==> config.mk <==
export PLATFORM = sky130hd
export DESIGN_NAME = gcl_loader
export DESIGN_NICKNAME = d
export VERILOG_FILES = /design/src/gcl_pkg.sv /design/src/gcl_loader.sv /design/src/gcl_image_mem.sv /design/src/gcl_gain_scaler.sv
export SDC_FILE = /design/constraint.sdc
export NUM_CORES = 2
export LEC_CHECK = 0
export BUFFER_PORTS_ARGS = -buffer_cell sky130_fd_sc_hd__buf_2
export CORE_MARGIN = 5
export CORE_UTILIZATION = 40
export CTS_CLUSTER_DIAMETER = 60
export DETAILED_ROUTE_END_ITERATION = 10
export HOLD_SLACK_MARGIN = 0.02
export PLACE_DENSITY = 0.52
export SLEW_MARGIN = 40
export SYNTH_ARGS = -nofsm -noshare
export SYNTH_HDL_FRONTEND = slang
export SYNTH_SLANG_ARGS = --single-unit
==> constraint.sdc <==
create_clock -name core_clk -period 21.5 [get_ports core_clk]
set_input_delay 3.225 -clock core_clk [delete_from_list [all_inputs] [get_ports core_clk]]
set_output_delay 3.225 -clock core_clk [all_outputs]
set_load 0.005 [all_outputs]
==> src/gcl_pkg.sv <==
`default_nettype none
package gcl_pkg;

  // Image geometry
  localparam int IMG_AW = 7;
  localparam int IMG_DW = 8;

  // Bus register byte offsets, compared against haddr[11:0]
  localparam logic [11:0] OFS_MFG_ACCESS = 12'h000;
  localparam logic [11:0] OFS_MEAS_OFFSET = 12'h004;
  localparam logic [11:0] OFS_CURRENT = 12'h008;
  localparam logic [11:0] OFS_CHARGE = 12'h00C;
  localparam logic [11:0] OFS_TEMP = 12'h010;
  localparam logic [11:0] OFS_FUNC_SEL = 12'h014;
  localparam logic [11:0] OFS_FUNC_DATA = 12'h018;
  localparam logic [11:0] OFS_FUNC_LEN = 12'h01C;
  localparam int WINDOW_BIT = 10;
  localparam logic [2:0] HSIZE_WORD = 3'h2;

  // Image locations, low byte of a word at the lower location
  localparam logic [6:0] LOC_CHECK1 = 7'h00;
  localparam logic [6:0] LOC_SPEC_INFO = 7'h14;
  localparam logic [6:0] LOC_MFG_DATE = 7'h16;
  localparam logic [6:0] LOC_SERIAL = 7'h18;
  localparam logic [6:0] LOC_MFR_NAME = 7'h20;
  localparam logic [6:0] LOC_DEV_NAME = 7'h30;
  localparam logic [6:0] LOC_CHEM = 7'h40;
  localparam logic [6:0] LOC_MFR_DATA = 7'h50;
  localparam logic [6:0] LOC_CHG_OFFSET = 7'h5E;
  localparam logic [6:0] LOC_TEMP_OFFSET = 7'h61;
  localparam logic [6:0] LOC_CUR_GAIN = 7'h68;
  localparam logic [6:0] LOC_CHG_GAIN = 7'h6A;
  localparam logic [6:0] LOC_CHECK2 = 7'h7E;

  // Check words the image must carry
  localparam logic [15:0] CHECK1_VALUE = 16'h3C7F;
  localparam logic [15:0] CHECK2_VALUE = 16'hA55A;

  // Characters allotted to each string
  localparam logic [7:0] MFR_NAME_MAX = 8'h0A;
  localparam logic [7:0] DEV_NAME_MAX = 8'h07;
  localparam logic [7:0] CHEM_MAX = 8'h04;

  // Stored offset field layout
  localparam int OFS_MAG_W = 20;
  localparam int OFS_SIGN_BIT = 20;
  localparam int OFS_FIELD_W = 24;

  // Gain words are fixed point with this many fraction bits
  localparam int GAIN_SHIFT = 16;

  // Command code that starts offset calibration, arbitrary value
  localparam logic [15:0] CMD_CAL_START = 16'h0021;

  // Smart battery functions reachable through the function port
  typedef enum logic [2:0] {
    FN_SPEC_INFO, FN_MFG_DATE, FN_SERIAL, FN_MFR_NAME, FN_DEV_NAME, FN_CHEM, FN_MFR_DATA
  } gcl_func_t;

  typedef enum logic [1:0] {CAL_IDLE, CAL_BYTE0, CAL_BYTE1, CAL_BYTE2} gcl_cal_state_t;

endpackage : gcl_pkg
`default_nettype wire

==> src/gcl_loader.sv <==
// Notes on behaviour
// - Current scaled to mA by gain word 0x68
// - Charge accumulation scaled by gain word 0x6a
// - Calibration command stores opposite-sign offset correction
// - Offset result written to low 21 bits
// - Low 20 bits magnitude, bit 20 sign
// - Temperature corrected by tenths-degree offset byte
// - Info, date, serial words returned unchanged
// - Manufacturer name length 0x20, chars 0x21-0x2a
// - Device name length 0x30, chars to 0x37
// - Chemistry length 0x40, chars 0x41-0x44
// - Manufacturer data count taken from 0x50
//
// Decided for this implementation: the AHB-Lite interface to the registers and the address map.
`timescale 1ns/1ps
`default_nettype none
module gcl_loader (
  input wire logic core_clk,
  input wire logic rst,
  input wire logic hsel,
  input wire logic [31:0] haddr,
  input wire logic [1:0] htrans,
  input wire logic hwrite,
  input wire logic [2:0] hsize,
  input wire logic [31:0] hwdata,
  input wire logic hready,
  output logic [31:0] hrdata,
  output logic hreadyout,
  output logic hresp,
  output logic [15:0] current_ma,
  output logic [31:0] charge_accum,
  output logic [15:0] temp_corrected,
  output logic [20:0] offset_inject,
  output logic cal_busy,
  output logic image_ok
);

  localparam int AW = gcl_pkg::IMG_AW;

  logic addr_phase;
  logic dp_write;
  logic [11:0] dp_addr;
  logic rd_pend;
  logic rd_zero;
  logic bus_img_we;
  logic cal_we;
  logic mem_we;
  logic [AW-1:0] mem_waddr;
  logic [7:0] mem_wdata;
  logic [AW-1:0] mem_raddr;
  logic [7:0] mem_rdata;
  logic [15:0] raw_current_reg;
  logic [15:0] raw_charge_reg;
  logic [15:0] raw_temp_reg;
  logic [20:0] meas_offset_reg;
  logic [2:0] func_sel_reg;
  logic [7:0] func_idx_reg;
  logic charge_strobe;
  logic current_strobe;
  logic [15:0] cur_scaled;
  logic [15:0] chg_scaled;
  logic chg_valid;
  logic [15:0] cur_gain_reg;
  logic [15:0] chg_gain_reg;
  logic [23:0] offset_field_reg;
  logic [7:0] temp_offset_reg;
  logic [15:0] check1_reg;
  logic [15:0] check2_reg;
  logic [15:0] spec_info_reg;
  logic [15:0] mfg_date_reg;
  logic [15:0] serial_reg;
  logic [7:0] mfr_len_reg;
  logic [7:0] dev_len_reg;
  logic [7:0] chem_len_reg;
  logic [7:0] mdata_len_reg;
  logic [7:0] func_len;
  logic [23:0] cal_field;
  logic [19:0] meas_mag;
  gcl_pkg::gcl_cal_state_t cal_state;

  ////////////////////////////////////////////////////////////////////////
  // Helpers

  // Length location of a string function
  function automatic logic [6:0] len_loc(input logic [2:0] fn);
    unique case (fn)
      gcl_pkg::FN_MFR_NAME: len_loc = gcl_pkg::LOC_MFR_NAME;
      gcl_pkg::FN_DEV_NAME: len_loc = gcl_pkg::LOC_DEV_NAME;
      default: len_loc = gcl_pkg::LOC_CHEM;
    endcase
  endfunction : len_loc

  // Smaller of stored length and allotted room
  function automatic logic [7:0] clamp_len(input logic [7:0] len, input logic [7:0] room);
    clamp_len = (len > room) ? room : len;
  endfunction : clamp_len

  function automatic logic is_string(input logic [2:0] fn);
    is_string = (fn == gcl_pkg::FN_MFR_NAME) || (fn == gcl_pkg::FN_DEV_NAME)
      || (fn == gcl_pkg::FN_CHEM);
  endfunction : is_string

  ////////////////////////////////////////////////////////////////////////
  // Bus decode

  assign addr_phase = hsel && htrans[1] && hready;
  assign bus_img_we = dp_write && dp_addr[gcl_pkg::WINDOW_BIT];

  // Bus writes win the write port; calibration waits a cycle
  assign cal_we = (cal_state != gcl_pkg::CAL_IDLE) && !bus_img_we;
  assign mem_we = bus_img_we || cal_we;

  always_comb
  begin
    mem_waddr = dp_addr[AW+1:2];
    mem_wdata = hwdata[7:0];
    if (!bus_img_we)
    begin
      unique case (cal_state)
        gcl_pkg::CAL_BYTE0:
        begin
          mem_waddr = gcl_pkg::LOC_CHG_OFFSET;
          mem_wdata = cal_field[7:0];
        end
        gcl_pkg::CAL_BYTE1:
        begin
          mem_waddr = gcl_pkg::LOC_CHG_OFFSET + 7'h01;
          mem_wdata = cal_field[15:8];
        end
        gcl_pkg::CAL_BYTE2:
        begin
          mem_waddr = gcl_pkg::LOC_CHG_OFFSET + 7'h02;
          mem_wdata = cal_field[23:16];
        end
        gcl_pkg::CAL_IDLE:
        begin
          mem_waddr = dp_addr[AW+1:2];
        end
      endcase
    end
  end

  // Stored string length clamped to the characters allotted; manufacturer data count passed as stored
  always_comb
  begin
    unique case (func_sel_reg)
      gcl_pkg::FN_MFR_NAME: func_len = clamp_len(mfr_len_reg, gcl_pkg::MFR_NAME_MAX);
      gcl_pkg::FN_DEV_NAME: func_len = clamp_len(dev_len_reg, gcl_pkg::DEV_NAME_MAX);
      gcl_pkg::FN_CHEM: func_len = clamp_len(chem_len_reg, gcl_pkg::CHEM_MAX);
      gcl_pkg::FN_MFR_DATA: func_len = mdata_len_reg;
      default: func_len = 8'h00;
    endcase
  end

  // Window reads the image directly; strings read past the length byte
  assign mem_raddr = haddr[gcl_pkg::WINDOW_BIT] ? haddr[AW+1:2]
    : len_loc(func_sel_reg) + 7'h01 + func_idx_reg[AW-1:0];

  gcl_image_mem #(.AW(AW), .DW(gcl_pkg::IMG_DW)) u_mem (
    .core_clk(core_clk),
    .rst(rst),
    .wr_en(mem_we),
    .wr_addr(mem_waddr),
    .wr_data(mem_wdata),
    .rd_addr(mem_raddr),
    .rd_data_reg(mem_rdata)
  );

  ////////////////////////////////////////////////////////////////////////
  // AHB-Lite slave: registers answer at once, image bytes and string function data one wait state
  always_ff @(posedge core_clk or posedge rst)
  begin
    if (rst)
    begin
      dp_write <= 1'b0;
      dp_addr <= '0;
      rd_pend <= 1'b0;
      rd_zero <= 1'b0;
      hreadyout <= 1'b1;
      hresp <= 1'b0;
      hrdata <= '0;
    end
    else
    begin
      hresp <= 1'b0;
      dp_write <= addr_phase && hwrite && (hsize == gcl_pkg::HSIZE_WORD);
      if (addr_phase)
      begin
        dp_addr <= haddr[11:0];
      end
      if (rd_pend)
      begin
        rd_pend <= 1'b0;
        hreadyout <= 1'b1;
        hrdata <= rd_zero ? 32'h0000_0000 : {24'h00_0000, mem_rdata};
      end
      else if (addr_phase && !hwrite)
      begin
        hrdata <= 32'h0000_0000;
        if (haddr[gcl_pkg::WINDOW_BIT])
        begin
          rd_pend <= 1'b1;
          rd_zero <= 1'b0;
          hreadyout <= 1'b0;
        end
        else
        begin
          unique case (haddr[11:0])
            gcl_pkg::OFS_MFG_ACCESS: hrdata <= {30'h0, image_ok, cal_busy};
            gcl_pkg::OFS_MEAS_OFFSET: hrdata <= {11'h000, meas_offset_reg};
            gcl_pkg::OFS_CURRENT: hrdata <= {16'h0000, current_ma};
            gcl_pkg::OFS_CHARGE: hrdata <= charge_accum;
            gcl_pkg::OFS_TEMP: hrdata <= {16'h0000, temp_corrected};
            gcl_pkg::OFS_FUNC_SEL: hrdata <= {16'h0000, func_idx_reg, 5'h00, func_sel_reg};
            gcl_pkg::OFS_FUNC_LEN: hrdata <= {24'h00_0000, func_len};
            gcl_pkg::OFS_FUNC_DATA:
            begin
              unique case (func_sel_reg)
                gcl_pkg::FN_SPEC_INFO: hrdata <= {16'h0000, spec_info_reg};
                gcl_pkg::FN_MFG_DATE: hrdata <= {16'h0000, mfg_date_reg};
                gcl_pkg::FN_SERIAL: hrdata <= {16'h0000, serial_reg};
                default:
                begin
                  if (is_string(func_sel_reg))
                  begin
                    rd_pend <= 1'b1;
                    rd_zero <= (func_idx_reg >= func_len);
                    hreadyout <= 1'b0;
                  end
                end
              endcase
            end
            default: hrdata <= 32'h0000_0000;
          endcase
        end
      end
    end
  end

  ////////////////////////////////////////////////////////////////////////
  // Software-written registers
  always_ff @(posedge core_clk or posedge rst)
  begin
    if (rst)
    begin
      raw_current_reg <= '0;
      raw_charge_reg <= '0;
      raw_temp_reg <= '0;
      meas_offset_reg <= '0;
      func_sel_reg <= '0;
      func_idx_reg <= '0;
      current_strobe <= 1'b0;
      charge_strobe <= 1'b0;
    end
    else
    begin
      current_strobe <= 1'b0;
      charge_strobe <= 1'b0;
      if (dp_write && !dp_addr[gcl_pkg::WINDOW_BIT])
      begin
        unique case (dp_addr)
          gcl_pkg::OFS_MEAS_OFFSET: meas_offset_reg <= hwdata[20:0];
          gcl_pkg::OFS_CURRENT:
          begin
            raw_current_reg <= hwdata[15:0];
            current_strobe <= 1'b1;
          end
          gcl_pkg::OFS_CHARGE:
          begin
            raw_charge_reg <= hwdata[15:0];
            charge_strobe <= 1'b1;
          end
          gcl_pkg::OFS_TEMP: raw_temp_reg <= hwdata[15:0];
          gcl_pkg::OFS_FUNC_SEL:
          begin
            func_sel_reg <= hwdata[2:0];
            func_idx_reg <= hwdata[15:8];
          end
          default: func_idx_reg <= func_idx_reg;
        endcase
      end
    end
  end

  ////////////////////////////////////////////////////////////////////////
  // Shadow copies of image fields, tracking every byte written
  always_ff @(posedge core_clk or posedge rst)
  begin
    if (rst)
    begin
      cur_gain_reg <= '0;
      chg_gain_reg <= '0;
      offset_field_reg <= '0;
      temp_offset_reg <= '0;
      check1_reg <= '0;
      check2_reg <= '0;
      spec_info_reg <= '0;
      mfg_date_reg <= '0;
      serial_reg <= '0;
      mfr_len_reg <= '0;
      dev_len_reg <= '0;
      chem_len_reg <= '0;
      mdata_len_reg <= '0;
    end
    else if (mem_we)
    begin
      unique case (mem_waddr)
        gcl_pkg::LOC_CHECK1: check1_reg[7:0] <= mem_wdata;
        gcl_pkg::LOC_CHECK1 + 7'h01: check1_reg[15:8] <= mem_wdata;
        gcl_pkg::LOC_CHECK2: check2_reg[7:0] <= mem_wdata;
        gcl_pkg::LOC_CHECK2 + 7'h01: check2_reg[15:8] <= mem_wdata;
        gcl_pkg::LOC_SPEC_INFO: spec_info_reg[7:0] <= mem_wdata;
        gcl_pkg::LOC_SPEC_INFO + 7'h01: spec_info_reg[15:8] <= mem_wdata;
        gcl_pkg::LOC_MFG_DATE: mfg_date_reg[7:0] <= mem_wdata;
        gcl_pkg::LOC_MFG_DATE + 7'h01: mfg_date_reg[15:8] <= mem_wdata;
        gcl_pkg::LOC_SERIAL: serial_reg[7:0] <= mem_wdata;
        gcl_pkg::LOC_SERIAL + 7'h01: serial_reg[15:8] <= mem_wdata;
        gcl_pkg::LOC_MFR_NAME: mfr_len_reg <= mem_wdata;
        gcl_pkg::LOC_DEV_NAME: dev_len_reg <= mem_wdata;
        gcl_pkg::LOC_CHEM: chem_len_reg <= mem_wdata;
        gcl_pkg::LOC_MFR_DATA: mdata_len_reg <= mem_wdata;
        gcl_pkg::LOC_CHG_OFFSET: offset_field_reg[7:0] <= mem_wdata;
        gcl_pkg::LOC_CHG_OFFSET + 7'h01: offset_field_reg[15:8] <= mem_wdata;
        gcl_pkg::LOC_CHG_OFFSET + 7'h02: offset_field_reg[23:16] <= mem_wdata;
        gcl_pkg::LOC_TEMP_OFFSET: temp_offset_reg <= mem_wdata;
        gcl_pkg::LOC_CUR_GAIN: cur_gain_reg[7:0] <= mem_wdata;
        gcl_pkg::LOC_CUR_GAIN + 7'h01: cur_gain_reg[15:8] <= mem_wdata;
        gcl_pkg::LOC_CHG_GAIN: chg_gain_reg[7:0] <= mem_wdata;
        gcl_pkg::LOC_CHG_GAIN + 7'h01: chg_gain_reg[15:8] <= mem_wdata;
        default: mdata_len_reg <= mdata_len_reg;
      endcase
    end
  end

  ////////////////////////////////////////////////////////////////////////
  // Offset calibration: store the negated measurement as sign-magnitude

  assign meas_mag = meas_offset_reg[20] ? 20'(-meas_offset_reg) : meas_offset_reg[19:0];
  // Correction is opposite in sign, so a positive reading stores sign one
  assign cal_field = {3'h0, ~meas_offset_reg[20] && (meas_mag != 20'h0_0000), meas_mag};

  always_ff @(posedge core_clk or posedge rst)
  begin
    if (rst)
    begin
      cal_state <= gcl_pkg::CAL_IDLE;
    end
    else
    begin
      unique case (cal_state)
        gcl_pkg::CAL_IDLE:
        begin
          // A repeated command while busy is ignored
          if (dp_write && (dp_addr == gcl_pkg::OFS_MFG_ACCESS)
              && (hwdata[15:0] == gcl_pkg::CMD_CAL_START))
          begin
            cal_state <= gcl_pkg::CAL_BYTE0;
          end
        end
        gcl_pkg::CAL_BYTE0: if (cal_we) cal_state <= gcl_pkg::CAL_BYTE1;
        gcl_pkg::CAL_BYTE1: if (cal_we) cal_state <= gcl_pkg::CAL_BYTE2;
        gcl_pkg::CAL_BYTE2: if (cal_we) cal_state <= gcl_pkg::CAL_IDLE;
      endcase
    end
  end

  ////////////////////////////////////////////////////////////////////////
  // Measurement scaling

  gcl_gain_scaler #(.W(16)) u_cur_scale (
    .core_clk(core_clk),
    .rst(rst),
    .in_valid(current_strobe),
    .raw(raw_current_reg),
    .gain(cur_gain_reg),
    .scaled_reg(cur_scaled),
    .out_valid_reg()
  );

  gcl_gain_scaler #(.W(16)) u_chg_scale (
    .core_clk(core_clk),
    .rst(rst),
    .in_valid(charge_strobe),
    .raw(raw_charge_reg),
    .gain(chg_gain_reg),
    .scaled_reg(chg_scaled),
    .out_valid_reg(chg_valid)
  );

  // Outputs, all registered
  always_ff @(posedge core_clk or posedge rst)
  begin
    if (rst)
    begin
      current_ma <= '0;
      charge_accum <= '0;
      temp_corrected <= '0;
      offset_inject <= '0;
      cal_busy <= 1'b0;
      image_ok <= 1'b0;
    end
    else
    begin
      current_ma <= cur_scaled;
      if (chg_valid)
      begin
        charge_accum <= charge_accum + {{16{chg_scaled[15]}}, chg_scaled};
      end
      // Offset byte is already in tenths, same unit as the reading
      temp_corrected <= raw_temp_reg + {{8{temp_offset_reg[7]}}, temp_offset_reg};
      // Injected signal follows whatever field the image holds
      offset_inject <= offset_field_reg[gcl_pkg::OFS_SIGN_BIT]
        ? 21'(-{1'b0, offset_field_reg[gcl_pkg::OFS_MAG_W-1:0]})
        : {1'b0, offset_field_reg[gcl_pkg::OFS_MAG_W-1:0]};
      cal_busy <= (cal_state != gcl_pkg::CAL_IDLE);
      image_ok <= (check1_reg == gcl_pkg::CHECK1_VALUE)
        && (check2_reg == gcl_pkg::CHECK2_VALUE);
    end
  end

endmodule : gcl_loader
`default_nettype wire

==> src/gcl_image_mem.sv <==
`timescale 1ns/1ps
`default_nettype none
module gcl_image_mem #(
  parameter int AW = 7,
  parameter int DW = 8
) (
  input wire logic core_clk,
  input wire logic rst,
  input wire logic wr_en,
  input wire logic [AW-1:0] wr_addr,
  input wire logic [DW-1:0] wr_data,
  input wire logic [AW-1:0] rd_addr,
  output logic [DW-1:0] rd_data_reg
);

  logic [DW-1:0] mem [0:(1<<AW)-1];

  ////////////////////////////////////////////////////////////////////////
  // Write port, no reset so it maps onto plain storage
  always_ff @(posedge core_clk)
  begin
    if (wr_en)
    begin
      mem[wr_addr] <= wr_data;
    end
  end

  // Registered read, one cycle after the address
  always_ff @(posedge core_clk or posedge rst)
  begin
    if (rst)
    begin
      rd_data_reg <= '0;
    end
    else
    begin
      rd_data_reg <= mem[rd_addr];
    end
  end

endmodule : gcl_image_mem
`default_nettype wire

==> src/gcl_gain_scaler.sv <==
`timescale 1ns/1ps
`default_nettype none
module gcl_gain_scaler #(
  parameter int W = 16
) (
  input wire logic core_clk,
  input wire logic rst,
  input wire logic in_valid,
  input wire logic [W-1:0] raw,
  input wire logic [W-1:0] gain,
  output logic [W-1:0] scaled_reg,
  output logic out_valid_reg
);

  logic signed [2*W:0] product;

  // Signed reading times unsigned gain, fraction bits dropped
  assign product = $signed({raw[W-1], raw}) * $signed({1'b0, gain});

  ////////////////////////////////////////////////////////////////////////
  // Overflow wraps; gains near nominal keep results in range
  always_ff @(posedge core_clk or posedge rst)
  begin
    if (rst)
    begin
      scaled_reg <= '0;
      out_valid_reg <= 1'b0;
    end
    else
    begin
      out_valid_reg <= in_valid;
      if (in_valid)
      begin
        scaled_reg <= product[gcl_pkg::GAIN_SHIFT+W-1:gcl_pkg::GAIN_SHIFT];
      end
    end
  end

endmodule : gcl_gain_scaler
`default_nettype wire

==> impl_metrics.tcl <==
set metrics [dict create \
    synthFlopType "edfxtp_1" \
    powerDensity_mw_per_mm2 98.39 \
    cts_tree "yes" \
    largest_reg_flops 1024 \
    post-place-ws_ns 13.20 \
    grt_first_pass_wirelength_mm 313.9 \
    r2r_end "u_cur_scale.scaled_reg[15]" \
    drcViolationCount 0 \
    finish.utilization 0.4533 \
    ant_nets 0 \
    detailed_place_hpwl_mm 139.4 \
    skew_ns 0.05132 \
    post_cts_buffers 0 \
    min_period_over_period 0.3324 \
    grt_max_degree 150 \
    hold_viol 0 \
    crit_top_cell "a211oi_1" \
    final.setup.tns_ns 0 \
    numPortBuffers 161 \
    yosysSeqAreaShare 0.5414 \
    vias 45330 \
    path_class "input pin to register" \
    antenna_found_initial 13 \
    ios 195 \
    die_h_um 448.2 \
    yosysMostFrequentCell "edfxtp_1" \
    fin_total_pwr_mw 8.500 \
    gp_congestion 0.8327 \
    grtUsageTotal 0.2098 \
    cts_resized 0 \
    startpoint_type "input pin" \
    worst_slew_pin_slew_ns 0.8876 \
    synth.distinct_cells 90 \
    reg2regPathDepth 21 \
    crit_chain "buf_2 > nor2_1 > a21o_4 > buf_4 > buf_6 > mux4_2 > and2_1 > a211oi_1 > a211oi_1 > a21oi_1 > o21ai_0 > mux2_2" \
    wl_per_cell_um 24.98 \
    hold_end "current_ma[8]" \
    postSynthAreaPerCell_sq_um 13.83 \
    path_clk_slew_ns 0.06 \
    fmax_mhz 139.9 \
    gr-total-overflow 0 \
    clockBufferDepth 3 \
    yosys-top-cells-area "edfxtp_1, dfrtp_1, fa_1, mux4_2, ha_1" \
    cts_made_buffers 164 \
    final-setup-viol-count 0 \
    cts_sinks 1457 \
    cts-root-buf "clkbuf_16" \
    ys_warn_count 0 \
    drive_gt1_frac 0.1996 \
    arrival_ns 7.84 \
    final_nets 6454 \
    core_region_area_sq_mm 0.1906 \
    die_area_sq_mm 0.2009 \
    hold_class "register to register" \
    relSlewSlack 0.4083 \
    area_delta_synth_final_pct 12.47 \
    wirelength_mm 208.5 \
    synthCells 5555 \
    synth_fp_nets 6309 \
    peakVddDrop_mv 0.1192 \
    rr_startpoint "raw_current_reg[8]" \
    async_reset_ff_frac 0.2972 \
    htreeDepth 4 \
    vias_per_cell 5.430 \
    clk_latency_ns 0.82 \
    synth_top_area_cell "edfxtp_1" \
    place_area_sq_mm 0.08087 \
    rsz0062_at_grt "no" \
    synth-edff-count 1024 \
    rows 160 \
    ctsHoldBuffers 0 \
    slowest_stage "buf_4" \
    chipWidth_um 448.2 \
    grt_pass1_vias 47090 \
    detail_route.iter0.violations 3553 \
    reg_top3 "u_mem.mem: 1024 flops, charge_accum: 32 flops, hrdata: 32 flops" \
    dr.pass1.iters 9 \
    crit_fanout 36 \
    hold_start "u_cur_scale.scaled_reg[8]" \
    initial_core_util 0.4031 \
    maxCapViolCount 0 \
    drv_slew 0 \
    power_leakage_nw 34.13 \
    top_register "u_mem.mem" \
    max_stage_delay_ns 0.67 \
    hold_path_depth 0 \
    status "finished clean" \
    setup_ws_ns 14.35 \
    rrSetupSlack_ns 14.40 \
    synth_common_cells "edfxtp_1, nand2_1, inv_1" \
    fin_crit_ns 7.146 \
    fin_area_sq_mm 0.08639 \
    fillers 17170 \
    critPathCaptureType "register" \
    yosysTopAreaCellShare 0.4003 \
    syn_area_sq_mm 0.07682 \
    synth_seq_cells 1457 \
    critical_path_required_ns 22.19 \
]
-- how the worst max path moves through the flow --
stage,from,to,cells after the start
final,haddr[10],u_mem.rd_data_reg[0],12
after global routing,cur_gain_reg[12],u_cur_scale.scaled_reg[15],21
after CTS,haddr[10],u_mem.rd_data_reg[0],12
after detailed placement,haddr[10],u_mem.rd_data_reg[0],12
after global placement,haddr[10],u_mem.rd_data_reg[0],12
after floorplan,rst,cal_busy,1
-- cells by family (layout without fill, tap and decap cells) --
logic type,after synthesis,after routing,synth area share
flip-flops,1457,1457,0.5414
AO/OA/AOI/OAI,606,606,0.05323
adder cells (fa/ha/maj),680,680,0.1487
other,1,6,0.00004882
AND/OR/NAND/NOR,1300,1300,0.08004
multiplexers,614,614,0.1245
XOR/XNOR,114,114,0.01300
buffers and inverters,783,1059,0.03911
-- metrics by stage --
| stage | cells | hold slack (ns) |
|---|---|---|
| floorplan | 5555 | 0.3501 |
| global placement | 8038 | 0.3596 |
| detailed placement | 8044 | 0.3575 |
| CTS | 8341 | 0.3704 |
| global route | 8343 | 0.3846 |
| finish | 8347 | 0.3704 |
-- where the power goes --
part / switching (mW) / leakage, nW / internal [mW]
logic: 1.34 / 16.7 / 0.474
clock network: 1.19 / 2.62 / 1.59
registers: 0.150 / 14.9 / 3.76
total: 2.68 / 34.1 / 5.82
-- critical path, delay by kind of cell --
kind,cells,cell delay (ns)
multiplexers,2,0.92
buffers and inverters,3,1.47
AND/OR/NAND/NOR,2,0.47
AO/OA/AOI/OAI,5,1.64
-- cell type report --
type / count / area (sq um) / share of cell area
antenna: 5 / 12.51 / 0.0001448
clock buffer: 219 / 4521 / 0.05233
inverter: 518 / 1952 / 0.02259
clock inverter: 78 / 872.1 / 0.01009
timing repair buffer: 244 / 1620 / 0.01876
sequential: 1457 / 41590 / 0.4814
multi-input combinational: 3315 / 32680 / 0.3783
tap: 2511 / 3142 / 0.03637
-- layout by cell type (no fill, tap or decap), drive strengths merged, types with 10 or more instances in the layout --
cell type | netlist | routed
clkbuf | 207 | 220
or3 | 10 | 10
nor3 | 33 | 33
o21ai | 115 | 115
a31oi | 35 | 35
nor2b | 22 | 22
nand2 | 565 | 565
ha | 292 | 292
nand3 | 59 | 59
o211ai | 16 | 16
o21a | 12 | 12
nor2 | 230 | 230
a22oi | 27 | 27
a211oi | 65 | 65
xnor2 | 87 | 87
xor2 | 27 | 27
a21oi | 140 | 140
mux2i | 68 | 68
o31ai | 17 | 17
a32oi | 16 | 16
mux2 | 308 | 308
fa | 388 | 388
inv | 518 | 531
and2 | 268 | 268
a222oi | 25 | 25
a22o | 12 | 12
edfxtp | 1024 | 1024
nand4 | 22 | 22
clkinv | 0 | 51
mux4 | 238 | 238
a21o | 41 | 41
buf | 58 | 243
dfrtp | 432 | 432
nand2b | 31 | 31
-- layer usage --
layer	vias up	wire, um	global-route usage
met4	2	5873	0.06198
li1	20180	-	-
met1	23750	92080	0.2912
met3	296	9785	0.03087
met5	-	13	0
met2	1103	100700	0.3448
(Power assumes the default switching activity.)
